File: src/hdl/ubr_pkg.sv
// package: register map, field layout and carriers of the buffer-ready flag block
`default_nettype none
package ubr_pkg;

	// ---------------------------------------------------------------
	// sizes
	// ---------------------------------------------------------------
	localparam int unsigned EP_NUM = 7;
	localparam int unsigned ADDR_W = 8;
	localparam int unsigned DATA_W = 16;
	localparam int unsigned SEL_W = 3;

	// ---------------------------------------------------------------
	// register offsets
	// ---------------------------------------------------------------
	localparam logic [7:0] OFS_READY_STATUS = 8'h1a;
	localparam logic [7:0] OFS_READY_CTRL = 8'h20;
	localparam logic [7:0] OFS_SUMMARY = 8'h22;
	localparam logic [7:0] OFS_EVT_STATUS = 8'h24;
	localparam logic [7:0] OFS_EVT_MASK = 8'h26;
	localparam logic [7:0] OFS_BUF_CLEAR = 8'h28;

	// ---------------------------------------------------------------
	// field positions
	// ---------------------------------------------------------------
	localparam int unsigned CTRL_CLR_MODE_BIT = 0;
	localparam int unsigned CTRL_IRQ_EN_BIT = 1;
	localparam int unsigned CTRL_DMA_MODE_BIT = 2;
	localparam int unsigned CTRL_DMA_SEL_LSB = 4;
	localparam int unsigned SUMMARY_BIT = 8;

	// ---------------------------------------------------------------
	// reset values
	// ---------------------------------------------------------------
	localparam logic [6:0] RST_FLAGS = 7'h00;
	localparam logic [6:0] RST_EVT = 7'h00;
	localparam logic [6:0] RST_MASK = 7'h00;
	localparam logic [15:0] RST_RDATA = 16'h0000;
	localparam logic [2:0] RST_DMA_SEL = 3'h0;

	// ---------------------------------------------------------------
	// carriers
	// ---------------------------------------------------------------
	// bit 0 of direction is the endpoint 0 control-read select
	typedef struct packed {
		logic [6:0] buffer_valid;
		logic [6:0] endpoint_direction;
		logic [6:0] endpoint_data_end;
		logic dma_read_done;
	} ubr_buf_s;

	typedef struct packed {
		logic [2:0] dma_endpoint_select;
		logic dma_irq_mode;
		logic ready_irq_enable;
		logic ready_clear_mode;
	} ubr_ctrl_s;

	function automatic logic ubr_hit(input logic [7:0] addr, input logic [7:0] ofs);
		ubr_hit = (addr == ofs);
	endfunction

endpackage
`default_nettype wire

File: src/hdl/ubr_top.sv
// module: buffer-ready flag register, summary flag and interrupt for endpoints 0 to 6
//
// Summary of operation
// upper bits 15..7 of the flag register are written zero and read zero
// bits 6..0 hold one ready flag per endpoint, bit n for endpoint n
// a flag reads 1 after its ready condition, 0 otherwise
// ready means the cpu or dma side may access the endpoint buffer
// clear mode 0: software writes to the flags are ignored
// clear mode 1: writing 0 clears a flag, writing 1 does nothing
// enable and any flag set raise the summary bit and interrupt
// endpoint 0 control write: flag sets on buffer-valid rise
// endpoint 0 control write, clear mode 0: flag clears on valid fall
// endpoint 0 control read: flag never sets
// out endpoint, not dma-owned or dma mode 1: set on valid rise
// dma-owned out endpoint, dma mode 0: set when buffer drained
// out endpoint, clear mode 0: flag clears on valid fall
// dma-owned out, mode 0: software pulses buffer clear to drop valid
// in endpoint, not dma-owned: set on valid fall or data-end rise
// dma-owned in endpoint, dma mode 0: flag never sets
// in endpoint, clear mode 0: flag clears on valid rise
// summary bit 8 clears only when every flag is zero
//
// The address-and-strobe port is this design's own decision.
`timescale 1ns/10ps
`default_nettype none
module ubr_top (
	input wire logic clk_i,
	input wire logic rst_i,
	// register port
	input wire logic [7:0] addr_i,
	input wire logic [15:0] wr_data_i,
	input wire logic wr_i,
	input wire logic rd_i,
	output logic [15:0] rd_data_o,
	// buffer side status from the fifo logic
	input wire ubr_pkg::ubr_buf_s buf_i,
	// results
	output logic [6:0] endpoint_ready_flags_o,
	output logic ready_summary_flag_o,
	output logic ready_irq_o,
	output logic [6:0] buffer_clear_o,
	output logic irq_o
);

	// ---------------------------------------------------------------
	// address decode
	// ---------------------------------------------------------------
	wire hit_status = ubr_pkg::ubr_hit(addr_i, ubr_pkg::OFS_READY_STATUS);
	wire hit_ctrl = ubr_pkg::ubr_hit(addr_i, ubr_pkg::OFS_READY_CTRL);
	wire hit_summary = ubr_pkg::ubr_hit(addr_i, ubr_pkg::OFS_SUMMARY);
	wire hit_evt = ubr_pkg::ubr_hit(addr_i, ubr_pkg::OFS_EVT_STATUS);
	wire hit_mask = ubr_pkg::ubr_hit(addr_i, ubr_pkg::OFS_EVT_MASK);
	wire hit_buffer_clear = ubr_pkg::ubr_hit(addr_i, ubr_pkg::OFS_BUF_CLEAR);

	wire wr_status = wr_i & hit_status;
	wire wr_ctrl = wr_i & hit_ctrl;
	wire wr_evt = wr_i & hit_evt;
	wire wr_mask = wr_i & hit_mask;
	wire wr_buffer_clear = wr_i & hit_buffer_clear;

	// ---------------------------------------------------------------
	// control register
	// ---------------------------------------------------------------
	ubr_pkg::ubr_ctrl_s ctrl_ff;
	ubr_pkg::ubr_ctrl_s nxt_ctrl;

	always_comb begin
		nxt_ctrl = ctrl_ff;
		if (wr_ctrl) begin
			nxt_ctrl.ready_clear_mode = wr_data_i[ubr_pkg::CTRL_CLR_MODE_BIT];
			nxt_ctrl.ready_irq_enable = wr_data_i[ubr_pkg::CTRL_IRQ_EN_BIT];
			nxt_ctrl.dma_irq_mode = wr_data_i[ubr_pkg::CTRL_DMA_MODE_BIT];
			nxt_ctrl.dma_endpoint_select =
				wr_data_i[ubr_pkg::CTRL_DMA_SEL_LSB +: ubr_pkg::SEL_W];
		end
	end

	always_ff @(posedge clk_i) begin
		if (rst_i) begin
			ctrl_ff <= '0;
		end else begin
			ctrl_ff <= nxt_ctrl;
		end
	end

	// ---------------------------------------------------------------
	// software clear of flags
	// ---------------------------------------------------------------
	// only the low seven bits matter; bits 15..7 are dropped on write
	wire [6:0] wr_flag_bits = wr_data_i[6:0];
	wire sw_clr_ok = wr_status & ctrl_ff.ready_clear_mode;
	wire [6:0] sw_clr = {7{sw_clr_ok}} & ~wr_flag_bits;

	// ---------------------------------------------------------------
	// per-endpoint flags
	// ---------------------------------------------------------------
	logic [6:0] flags;
	logic [6:0] flag_set;

	// one flag per endpoint, index equals bit position
	for (genvar g = 0; g < ubr_pkg::EP_NUM; g++) begin : g_ep
		ubr_ep_flag #(
			.EP_IDX(3'(g))
		) u_flag (
			.clk_i(clk_i),
			.rst_i(rst_i),
			.valid_i(buf_i.buffer_valid[g]),
			.dir_i(buf_i.endpoint_direction[g]),
			.data_end_i(buf_i.endpoint_data_end[g]),
			.dma_done_i(buf_i.dma_read_done),
			.dma_sel_i(ctrl_ff.dma_endpoint_select),
			.dma_mode_i(ctrl_ff.dma_irq_mode),
			.clr_mode_i(ctrl_ff.ready_clear_mode),
			.sw_clr_i(sw_clr[g]),
			.flag_o(flags[g]),
			.set_o(flag_set[g])
		);
	end

	// ---------------------------------------------------------------
	// summary flag
	// ---------------------------------------------------------------
	logic summary_ff;
	logic nxt_summary;
	wire any_flag = |flags;

	// summary follows the flag flops one cycle later
	assign nxt_summary = (ctrl_ff.ready_irq_enable & any_flag)
		| (summary_ff & any_flag);

	always_ff @(posedge clk_i) begin
		if (rst_i) begin
			summary_ff <= 1'b0;
		end else begin
			summary_ff <= nxt_summary;
		end
	end

	// ---------------------------------------------------------------
	// event status and mask
	// ---------------------------------------------------------------
	logic [6:0] evt_ff;
	logic [6:0] nxt_evt;
	logic [6:0] mask_ff;
	logic [6:0] nxt_mask;
	logic irq_ff;
	logic nxt_irq;

	// a set in the clearing cycle survives the write-one-to-clear
	assign nxt_evt = flag_set | (evt_ff & ~({7{wr_evt}} & wr_data_i[6:0]));
	assign nxt_mask = wr_mask ? wr_data_i[6:0] : mask_ff;
	assign nxt_irq = |(nxt_evt & nxt_mask);

	always_ff @(posedge clk_i) begin
		if (rst_i) begin
			evt_ff <= ubr_pkg::RST_EVT;
			mask_ff <= ubr_pkg::RST_MASK;
			irq_ff <= 1'b0;
		end else begin
			evt_ff <= nxt_evt;
			mask_ff <= nxt_mask;
			irq_ff <= nxt_irq;
		end
	end

	// ---------------------------------------------------------------
	// buffer clear pulses
	// ---------------------------------------------------------------
	// the fifo logic holds valid high for a dma-owned out endpoint in
	// mode 0, so software must pulse this to release the buffer
	logic [6:0] buffer_clear_ff;
	wire [6:0] nxt_buffer_clear = {7{wr_buffer_clear}} & wr_data_i[6:0];

	always_ff @(posedge clk_i) begin
		if (rst_i) begin
			buffer_clear_ff <= 7'h00;
		end else begin
			buffer_clear_ff <= nxt_buffer_clear;
		end
	end

	// ---------------------------------------------------------------
	// read back
	// ---------------------------------------------------------------
	logic [15:0] rdata_ff;
	logic [15:0] nxt_rdata;
	wire [15:0] rd_status = {9'h000, flags};
	wire [15:0] rd_ctrl = {9'h000,
		ctrl_ff.dma_endpoint_select,
		1'b0,
		ctrl_ff.dma_irq_mode,
		ctrl_ff.ready_irq_enable,
		ctrl_ff.ready_clear_mode};
	wire [15:0] rd_summary = {7'h00, summary_ff, 8'h00};
	wire [15:0] rd_evt = {9'h000, evt_ff};
	wire [15:0] rd_mask = {9'h000, mask_ff};

	// unmapped addresses and idle cycles read zero
	always_comb begin
		nxt_rdata = ubr_pkg::RST_RDATA;
		if (rd_i) begin
			if (hit_status) begin
				nxt_rdata = rd_status;
			end else if (hit_ctrl) begin
				nxt_rdata = rd_ctrl;
			end else if (hit_summary) begin
				nxt_rdata = rd_summary;
			end else if (hit_evt) begin
				nxt_rdata = rd_evt;
			end else if (hit_mask) begin
				nxt_rdata = rd_mask;
			end else begin
				nxt_rdata = ubr_pkg::RST_RDATA;
			end
		end
	end

	always_ff @(posedge clk_i) begin
		if (rst_i) begin
			rdata_ff <= ubr_pkg::RST_RDATA;
		end else begin
			rdata_ff <= nxt_rdata;
		end
	end

	// ---------------------------------------------------------------
	// outputs
	// ---------------------------------------------------------------
	assign rd_data_o = rdata_ff;
	assign endpoint_ready_flags_o = flags;
	assign ready_summary_flag_o = summary_ff;
	assign ready_irq_o = summary_ff;
	assign buffer_clear_o = buffer_clear_ff;
	assign irq_o = irq_ff;

endmodule
`default_nettype wire

File: src/hdl/ubr_ep_flag.sv
// module: one endpoint's buffer-ready flag with its set and clear conditions
`timescale 1ns/10ps
`default_nettype none
module ubr_ep_flag #(
	parameter logic [2:0] EP_IDX = 3'h0
) (
	input wire logic clk_i,
	input wire logic rst_i,
	input wire logic valid_i,
	input wire logic dir_i,
	input wire logic data_end_i,
	input wire logic dma_done_i,
	input wire logic [2:0] dma_sel_i,
	input wire logic dma_mode_i,
	input wire logic clr_mode_i,
	input wire logic sw_clr_i,
	output logic flag_o,
	output logic set_o
);
	logic valid_ff;
	logic der_ff;
	logic flag_ff;
	logic nxt_flag;
	wire is_ep0 = (EP_IDX == 3'h0);
	wire v_rise = valid_i & ~valid_ff;
	wire v_fall = ~valid_i & valid_ff;
	wire der_rise = data_end_i & ~der_ff;
	// a dma-owned out endpoint with interrupt mode 0 reports on drain, not on valid; a dma-owned in endpoint never reports
	wire dma_owned = ~is_ep0 & (dma_sel_i == EP_IDX) & ~dma_mode_i;
	wire set_ep0 = ~dir_i & v_rise;
	wire set_out = dma_owned ? dma_done_i : v_rise;
	wire set_in = ~dma_owned & (v_fall | der_rise);
	wire hw_clr_ep0 = ~dir_i & v_fall & ~clr_mode_i;
	wire hw_clr_out = v_fall & ~clr_mode_i;
	wire hw_clr_in = v_rise & ~clr_mode_i;
	wire set_any = is_ep0 ? set_ep0 : (dir_i ? set_in : set_out);
	wire hw_clr = is_ep0 ? hw_clr_ep0 : (dir_i ? hw_clr_in : hw_clr_out);

	// set beats either clear in the same cycle
	assign nxt_flag = set_any | (flag_ff & ~(hw_clr | sw_clr_i));
	assign flag_o = flag_ff;
	assign set_o = set_any;

	always_ff @(posedge clk_i) begin
		if (rst_i) begin
			valid_ff <= 1'b0;
			der_ff <= 1'b0;
			flag_ff <= 1'b0;
		end else begin
			valid_ff <= valid_i;
			der_ff <= data_end_i;
			flag_ff <= nxt_flag;
		end
	end

endmodule
`default_nettype wire

File: config.mk
export PLATFORM = sky130hd
export DESIGN_NAME = ubr_top
export DESIGN_NICKNAME = d
export VERILOG_FILES = /design/src/hdl/ubr_pkg.sv /design/src/hdl/ubr_top.sv /design/src/hdl/ubr_ep_flag.sv
export SDC_FILE = /design/constraint.sdc
export NUM_CORES = 1
export LEC_CHECK = 0
export BUFFER_PORTS_ARGS = -buffer_cell sky130_fd_sc_hd__buf_2
export CAP_MARGIN = 20
export CORE_MARGIN = 2
export CORE_UTILIZATION = 45
export DETAILED_ROUTE_END_ITERATION = 7
export GPL_ROUTABILITY_DRIVEN = 0
export GPL_TIMING_DRIVEN = 0
export PLACE_DENSITY = 0.74
export RECOVER_POWER = 50
export SLEW_MARGIN = 15
export SYNTH_ARGS = -nofsm -noshare
export SYNTH_HDL_FRONTEND = slang
export SYNTH_SLANG_ARGS = --single-unit
File: constraint.sdc
create_clock -name clk_i -period 1.83 [get_ports clk_i]
set_input_delay 0.2745 -clock clk_i [delete_from_list [all_inputs] [get_ports clk_i]]
set_output_delay 0.2745 -clock clk_i [all_outputs]
set_load 0.02 [all_outputs]
# [Word-level counts from Yosys, hierarchy flattened]
# Cells that the tools add are included.
[totals] in_bits=50 output_inout_bits=33 wordCells=201 regBits=65
[op_classes] mux=24 n_reduce_logical=5 n_eq_ne=12 bitwise=128
[ops] op="1-bit AND" n=62
[ops] op="8-bit by 6-bit equality test with 1-bit output, second input constant" n=5
[ops] op="1-bit inverter" n=37
[ops] op="7-bit AND" n=5
[ops] op="7-bit 2-to-1 mux" n=5
[ops] op="1-bit OR" n=21
[ops] op="1-bit 2-to-1 mux" n=18
[ops] op="7-bit inverter" n=2
[ops] op="7-bit OR reduction" n=2
[ops] op="3-bit equality test, second input constant" n=3
[ops] op="9-bit 2-to-1 mux" n=1
[ops] op="8-bit by 5-bit equality test with 1-bit output, second input constant" n=1
[ops] op="7-bit OR" n=1
[ops] op="3-bit by 2-bit equality test with 1-bit output, second input constant" n=2
[ops] op="6-bit OR reduction" n=1
[ops] op="4-bit OR reduction" n=1
[ops] op="3-bit by 1-bit equality test with 1-bit output, second input constant" n=1
[ops] op="2-bit OR reduction" n=1

# [Logic depth before layout (Yosys ltp)]
[depth] ltp_word=8 depth_mapped=7 depth_no_buf=5

# [By module]
# A second synthesis with hierarchy kept.
[hier_totals] cells_unflattened=298 hier_area_um2=2781.4
[by_module_without_submodules] mod="ubr_top" seq_area_each_um2=740.7 cells_each=174 area_per_inst_um2=1641.6 instances=1
[by_module_without_submodules] mod="ubr_ep_flag at g_ep[3].u_flag ..." seq_area_each_um2=60.1 cells_each=19 area_per_inst_um2=181.4 instances=3
[by_module_without_submodules] mod="ubr_ep_flag at g_ep[1].u_flag ..." seq_area_each_um2=60.1 cells_each=19 area_per_inst_um2=170.2 instances=3
[by_module_without_submodules] mod="ubr_ep_flag at g_ep[0].u_flag" seq_area_each_um2=40.0 cells_each=10 area_per_inst_um2=85.1 instances=1

# [Least setup slack after synthesis]
# Ideal clock, no wire load.
[synth_path] path_kind="register to register" from="register ctrl_ff[2] in the netlist's numbering" to="register irq_ff, in the netlist irq_o" setup_time_ps=137 path_slack_ps=79 required_ps=1693 arrival_time_ps=1613 n_path_buf=0 period_less_slack_ps=1751 stages_incl_launch_ff=6 cell_sequence="dfxtp_1 or4b_4 mux2i_1 nand3_1 a222oi_1 a41oi_1"
[synth_via] elab_chain_cells=8 word_cells_on_any_way=34 cone_classes="mux: 12; bitwise: 21; reduce/logical: 1"
[synth_rtl] element="from (decl)" line="ubr_top.sv:64" text="ubr_pkg::ubr_ctrl_s ctrl_ff;"
[synth_rtl] element="from (signal assigned)" line="ubr_top.sv:82" text="ctrl_ff <= nxt_ctrl;"
[synth_rtl] element="1-bit inverter (*)" line="ubr_ep_flag.sv:29" text="wire dma_owned = ~is_ep0 & (dma_sel_i == EP_IDX) & ~dma_mode_i;"
[synth_rtl] element="1-bit AND" line="ubr_ep_flag.sv:29"
[synth_rtl] element="1-bit inverter" line="ubr_ep_flag.sv:32" text="wire set_in = ~dma_owned & (v_fall | der_rise);"
[synth_rtl] element="1-bit AND" line="ubr_ep_flag.sv:32"
[synth_rtl] element="1-bit 2-to-1 mux" line="ubr_ep_flag.sv:36" text="wire set_any = is_ep0 ? set_ep0 : (dir_i ? set_in : set_out);"
[synth_rtl] element="7-bit OR (*)" line="ubr_top.sv:150" text="assign nxt_evt = flag_set | (evt_ff & ~({7{wr_evt}} & wr_data_i[6:0]));"
[synth_rtl] element="7-bit AND (*)" line="ubr_top.sv:152" text="assign nxt_irq = |(nxt_evt & nxt_mask);"
[synth_rtl] element="7-bit OR reduction (*)" line="ubr_top.sv:152"
[synth_rtl] element="to (signal assigned)" line="ubr_top.sv:162" text="irq_ff <= nxt_irq;"
[synth_rtl] element="to (decl)" line="ubr_top.sv:146" text="logic irq_ff;"
# Every way passes the cells marked *; elsewhere a longest branch is shown, timed or not.
# A chain may end at the register's enable or synchronous reset.

# [Final worst setup path]
[layout_path] from="register ctrl_ff[5] in the netlist's numbering" to="register irq_ff, in the netlist irq_o"
[layout_via] elab_chain_cells=8 word_cells_on_any_way=39 cone_classes="eq/ne: 6; mux: 12; bitwise: 20; reduce/logical: 1"
[layout_rtl] element="3-bit by 1-bit equality test with 1-bit output, or another cell as far along" line="ubr_ep_flag.sv:29"
[layout_rtl] element="1-bit AND" line="ubr_ep_flag.sv:29"
[layout_rtl] element="1-bit inverter" line="ubr_ep_flag.sv:32"
[layout_rtl] element="1-bit AND" line="ubr_ep_flag.sv:32"
[layout_rtl] element="1-bit 2-to-1 mux" line="ubr_ep_flag.sv:36"
[layout_rtl] element="7-bit OR (*)" line="ubr_top.sv:150"
[layout_rtl] element="7-bit AND (*)" line="ubr_top.sv:152"
[layout_rtl] element="7-bit OR reduction (*)" line="ubr_top.sv:152"
# Marks and branches as above.

==> run_results.csv <==
group,metric,value,unit
grt,number_of_global_route_vias_before_repair,2139,
final_layout,synthToLayoutAreaGrowth,25.4,%
worst_setup_path,cp-start-kind,"flop",
synthesis,mappedNetlistArea,2730,um2
floorplan,core-area,5890,um2
timing,final_slew_violations,0,
power,leakage_power_summed_over_all_cells,0.00138,uW
grt,gr-usage-all-layers,21.7,%
clock_tree,htreeDepth,3,
grt,grt_pass1_wl,10700,um
timing,timing.final.setup_violations,1,
worst_setup_path,timing.rr.end,"irq_o$_SDFF_PP0_",
floorplan,fp.dieH,81.9,um
synthesis,post_synth.cell_area_avg,9.50,um2
timing,finalWorstPathRequiredPeriod,1.94,ns
routing,drc,0,
clock_tree,clk-insertion-delay-late,0.34,ns
final_layout,antenna_diodes,0,
routing,detail_route.iter0.violations,242,
worst_setup_path,worst-r2r-setup-slack,-0.11,ns
timing,finalCritPeriodShare,106,%
worst_setup_path,worst-setup-path-type,"flop to flop",
floorplan,start_util,46.3,%
synthesis,netlist_instances,287,
worst_hold_path,timing.hold.worst.class,"input port to flop",
clock_tree,tritoncts,"built",
worst_setup_path,crit_arrival,2.14,ns
timing,clock_skew,0.00571,ns
final_layout,layout.nets,419,
synthesis,synth-edff-count,0,
timing,worstMarginPinSlew,0.655,ns
worst_setup_path,crit_fanout,8,
clock_tree,numCtsBuffers,9,
placed_design,pre_cts_slack,-0.581,ns
timing,worst_slew_margin_rel,56.1,%
synthesis,post_synth_num_cell_types,53,
routing,post_route_ant_nets,0,
grt,gr-total-overflow,0,
worst_setup_path,worst_r2r_startpoint,"ctrl_ff[5]$_SDFFE_PP0P_",
synthesis,sequential_area_share_after_synthesis,41.8,%
routing,avgRoutedWirePerCell,15.9,um
clock_tree,cts_max_path_buffers,2,
synthesis,ys_warn_count,0,
synthesis,ys_async_sr_fraction,0,%
synthesis,most_used_dff_post_synth,"dfxtp_1",
final_layout,post_route_cells_drive_above_1_share,27.5,%
timing,postLayoutSetupSlackWorst,-0.115,ns
grt,antenna_found_initial,0,
run_status,violations,"setup timing",
timing,max_clock_freq,514,MHz
floorplan,placement_rows,28,
power,power_density,854,nW/um2
clock_tree,path_clk_slew,0.07,ns
timing,final-hold-violation-count,0,
floorplan,chip_width,81.9,um
routing,drt_wl_total,7130,um
floorplan,die_area,6700,um2
routing,post_drt_via_cell_ratio,5.59,
flow_run,drv.max_cap_violation_count,0,
final_layout,fin_util,58.1,%
routing,route.vias.total,2512,
worst_setup_path,reg2regPathDepth,5,
worst_setup_path,critPathCapture,"irq_o$_SDFF_PP0_",
clock_tree,clock-root-buffer,"clkbuf_8",
floorplan,num_io_pins,83,
grt,maximum_number_of_pins_on_one_net_before_global_route_repair,11,
placed_design,post-dp-hpwl,5060,um
worst_setup_path,critPathCaptureType,"flop",
run_status,status,"complete, but fails checks",
synthesis,postSynthRegisterBits,57,
worst_setup_path,critical_path_required,2.02,ns
placed_design,buffer_ports.inserted,62,
worst_setup_path,worst_setup_path_startpoint,"ctrl_ff[5]$_SDFFE_PP0P_",
timing,rsz0062_at_grt,"true",
routing,detail_route.first_pass.iterations,5,
timing,final.setup.tns,-0.115,ns
clock_tree,numClockSinks,57,
power,peakVddDrop,0.496,mV
-- metal layers --
layer  track usage (%)  up-vias  share of wire, %
li1                  -     1191                 -
met1              28.2     1144                42
met2              34.7      152                46
met3              5.49       25               9.7
met4              7.67        0               2.5
met5                 0        -                 0
-- per-stage QoR --
stage / instance area, um2 / cells / hold WS (ns) / power (uW)
2_1_floorplan: 2750 / 294 / 0.352 / 1540
3_3_place_gp: 3160 / 431 / 0.442 / 1660
3_5_place_dp: 3160 / 431 / 0.448 / 1670
4_1_cts: 3420 / 448 / 0.146 / 2940
5_1_grt: 3420 / 449 / 0.163 / 3020
6_report: 3420 / 449 / 0.157 / 2920
-- registers in the layout, summed over array words and instances, names as in the netlist --
signal / flops
irq_o: 1
buffer_clear_o: 7
mask_ff: 7
rd_data_o: 8
ready_irq_o: 1
ctrl_ff: 6
g_ep.u_flag.der_ff: 6
evt_ff: 7
g_ep.u_flag.flag_o: 7
g_ep.u_flag.valid_ff: 7
-- worst min path at each step --
stage / start / endpoint / cells after the start
5_1_grt: buf_i[7] / g_ep[6].u_flag.der_ff$_SDFF_PP0_ / 2
4_1_cts: buf_i[3] / g_ep[2].u_flag.der_ff$_SDFF_PP0_ / 2
3_5_place_dp: mask_ff[3]$_SDFF_PP0_ / rd_data_o[3]$_SDFF_PP0_ / 2
6_report: buf_i[3] / g_ep[2].u_flag.der_ff$_SDFF_PP0_ / 2
2_1_floorplan: addr_i[2] / rd_data_o[8]$_SDFF_PP0_ / 1
3_3_place_gp: mask_ff[3]$_SDFF_PP0_ / rd_data_o[3]$_SDFF_PP0_ / 2
-- logic make-up after synthesis --
group                  synth area share (%)
multiplexers                           6.42
AO/OA/AOI/OAI                          15.9
AND/OR/NAND/NOR                        28.5
flip-flops                             41.8
other                                 0.137
buffers and inverters                  7.20
-- synthesized netlist by cell type (6+ instances only) --
| cell | count | area share (%) |
|---|---|---|
| nor2_1 | 9 | 1.2 |
| o211ai_1 | 7 | 1.9 |
| nand3_1 | 8 | 1.5 |
| nor2b_1 | 41 | 9.4 |
| o221ai_1 | 6 | 1.9 |
| mux2i_1 | 13 | 4.8 |
| dfxtp_1 | 57 | 42 |
| a21oi_1 | 16 | 2.9 |
| clkbuf_1 | 7 | 0.96 |
| buf_4 | 16 | 4.4 |
| a22oi_1 | 13 | 3.6 |
| nand2_1 | 13 | 1.8 |
| and2_1 | 7 | 1.6 |
-- where the power goes --
part | switching, uW | internal, uW | total, uW
Sequential | 31.8 | 1280 | 1310
Clock | 508 | 759 | 1270
Combinational | 188 | 152 | 340
Total | 728 | 2190 | 2920
-- worst max-delay path, stage by stage (launching register included) --
cell	delay, ns
dfxtp_2	0.37
or4bb_4	0.58
mux2i_2	0.22
o211ai_1	0.17
a222oi_1	0.28
a41oi_1	0.18
-- placed cells by master, fill, tap and decap left out, types with 3 or more instances in the layout --
master and instances:
nor2b_1 41, nand3_1 7, and2_1 7, dfxtp_2 3
mux2_2 4, nor3_1 4, clkinv_2 3, conb_1 8
clkbuf_8 9, nor2_1 9, buf_4 18, o221ai_1 6
nand2b_1 3, dfxtp_1 53, a31oi_1 5, buf_2 44
clkbuf_1 30, o211ai_1 7, nand2_1 13, nor3b_1 5
a22oi_1 13, a21oi_1 16, inv_1 5, mux2i_1 11
-- what timing repair did --
item	CTS	global route
cloned	0	0
buffers inserted	1	1
pin swaps	2	1
setup endpoints to repair	15	10
hold buffers	0	0
gates resized for setup	12	4
-- layout make-up --
type                    count  area (um2)
fillers                   547        2460
multi-input cells         204        1470
flip-flops and latches     57        1150
repair buffers             64         298
plain buffers              28         178
clock buffers              10         128
well taps                  75        93.8
clock inverters             6        82.6
inverters                   5        18.8
Note: power is estimated with default switching activity, not from simulation.
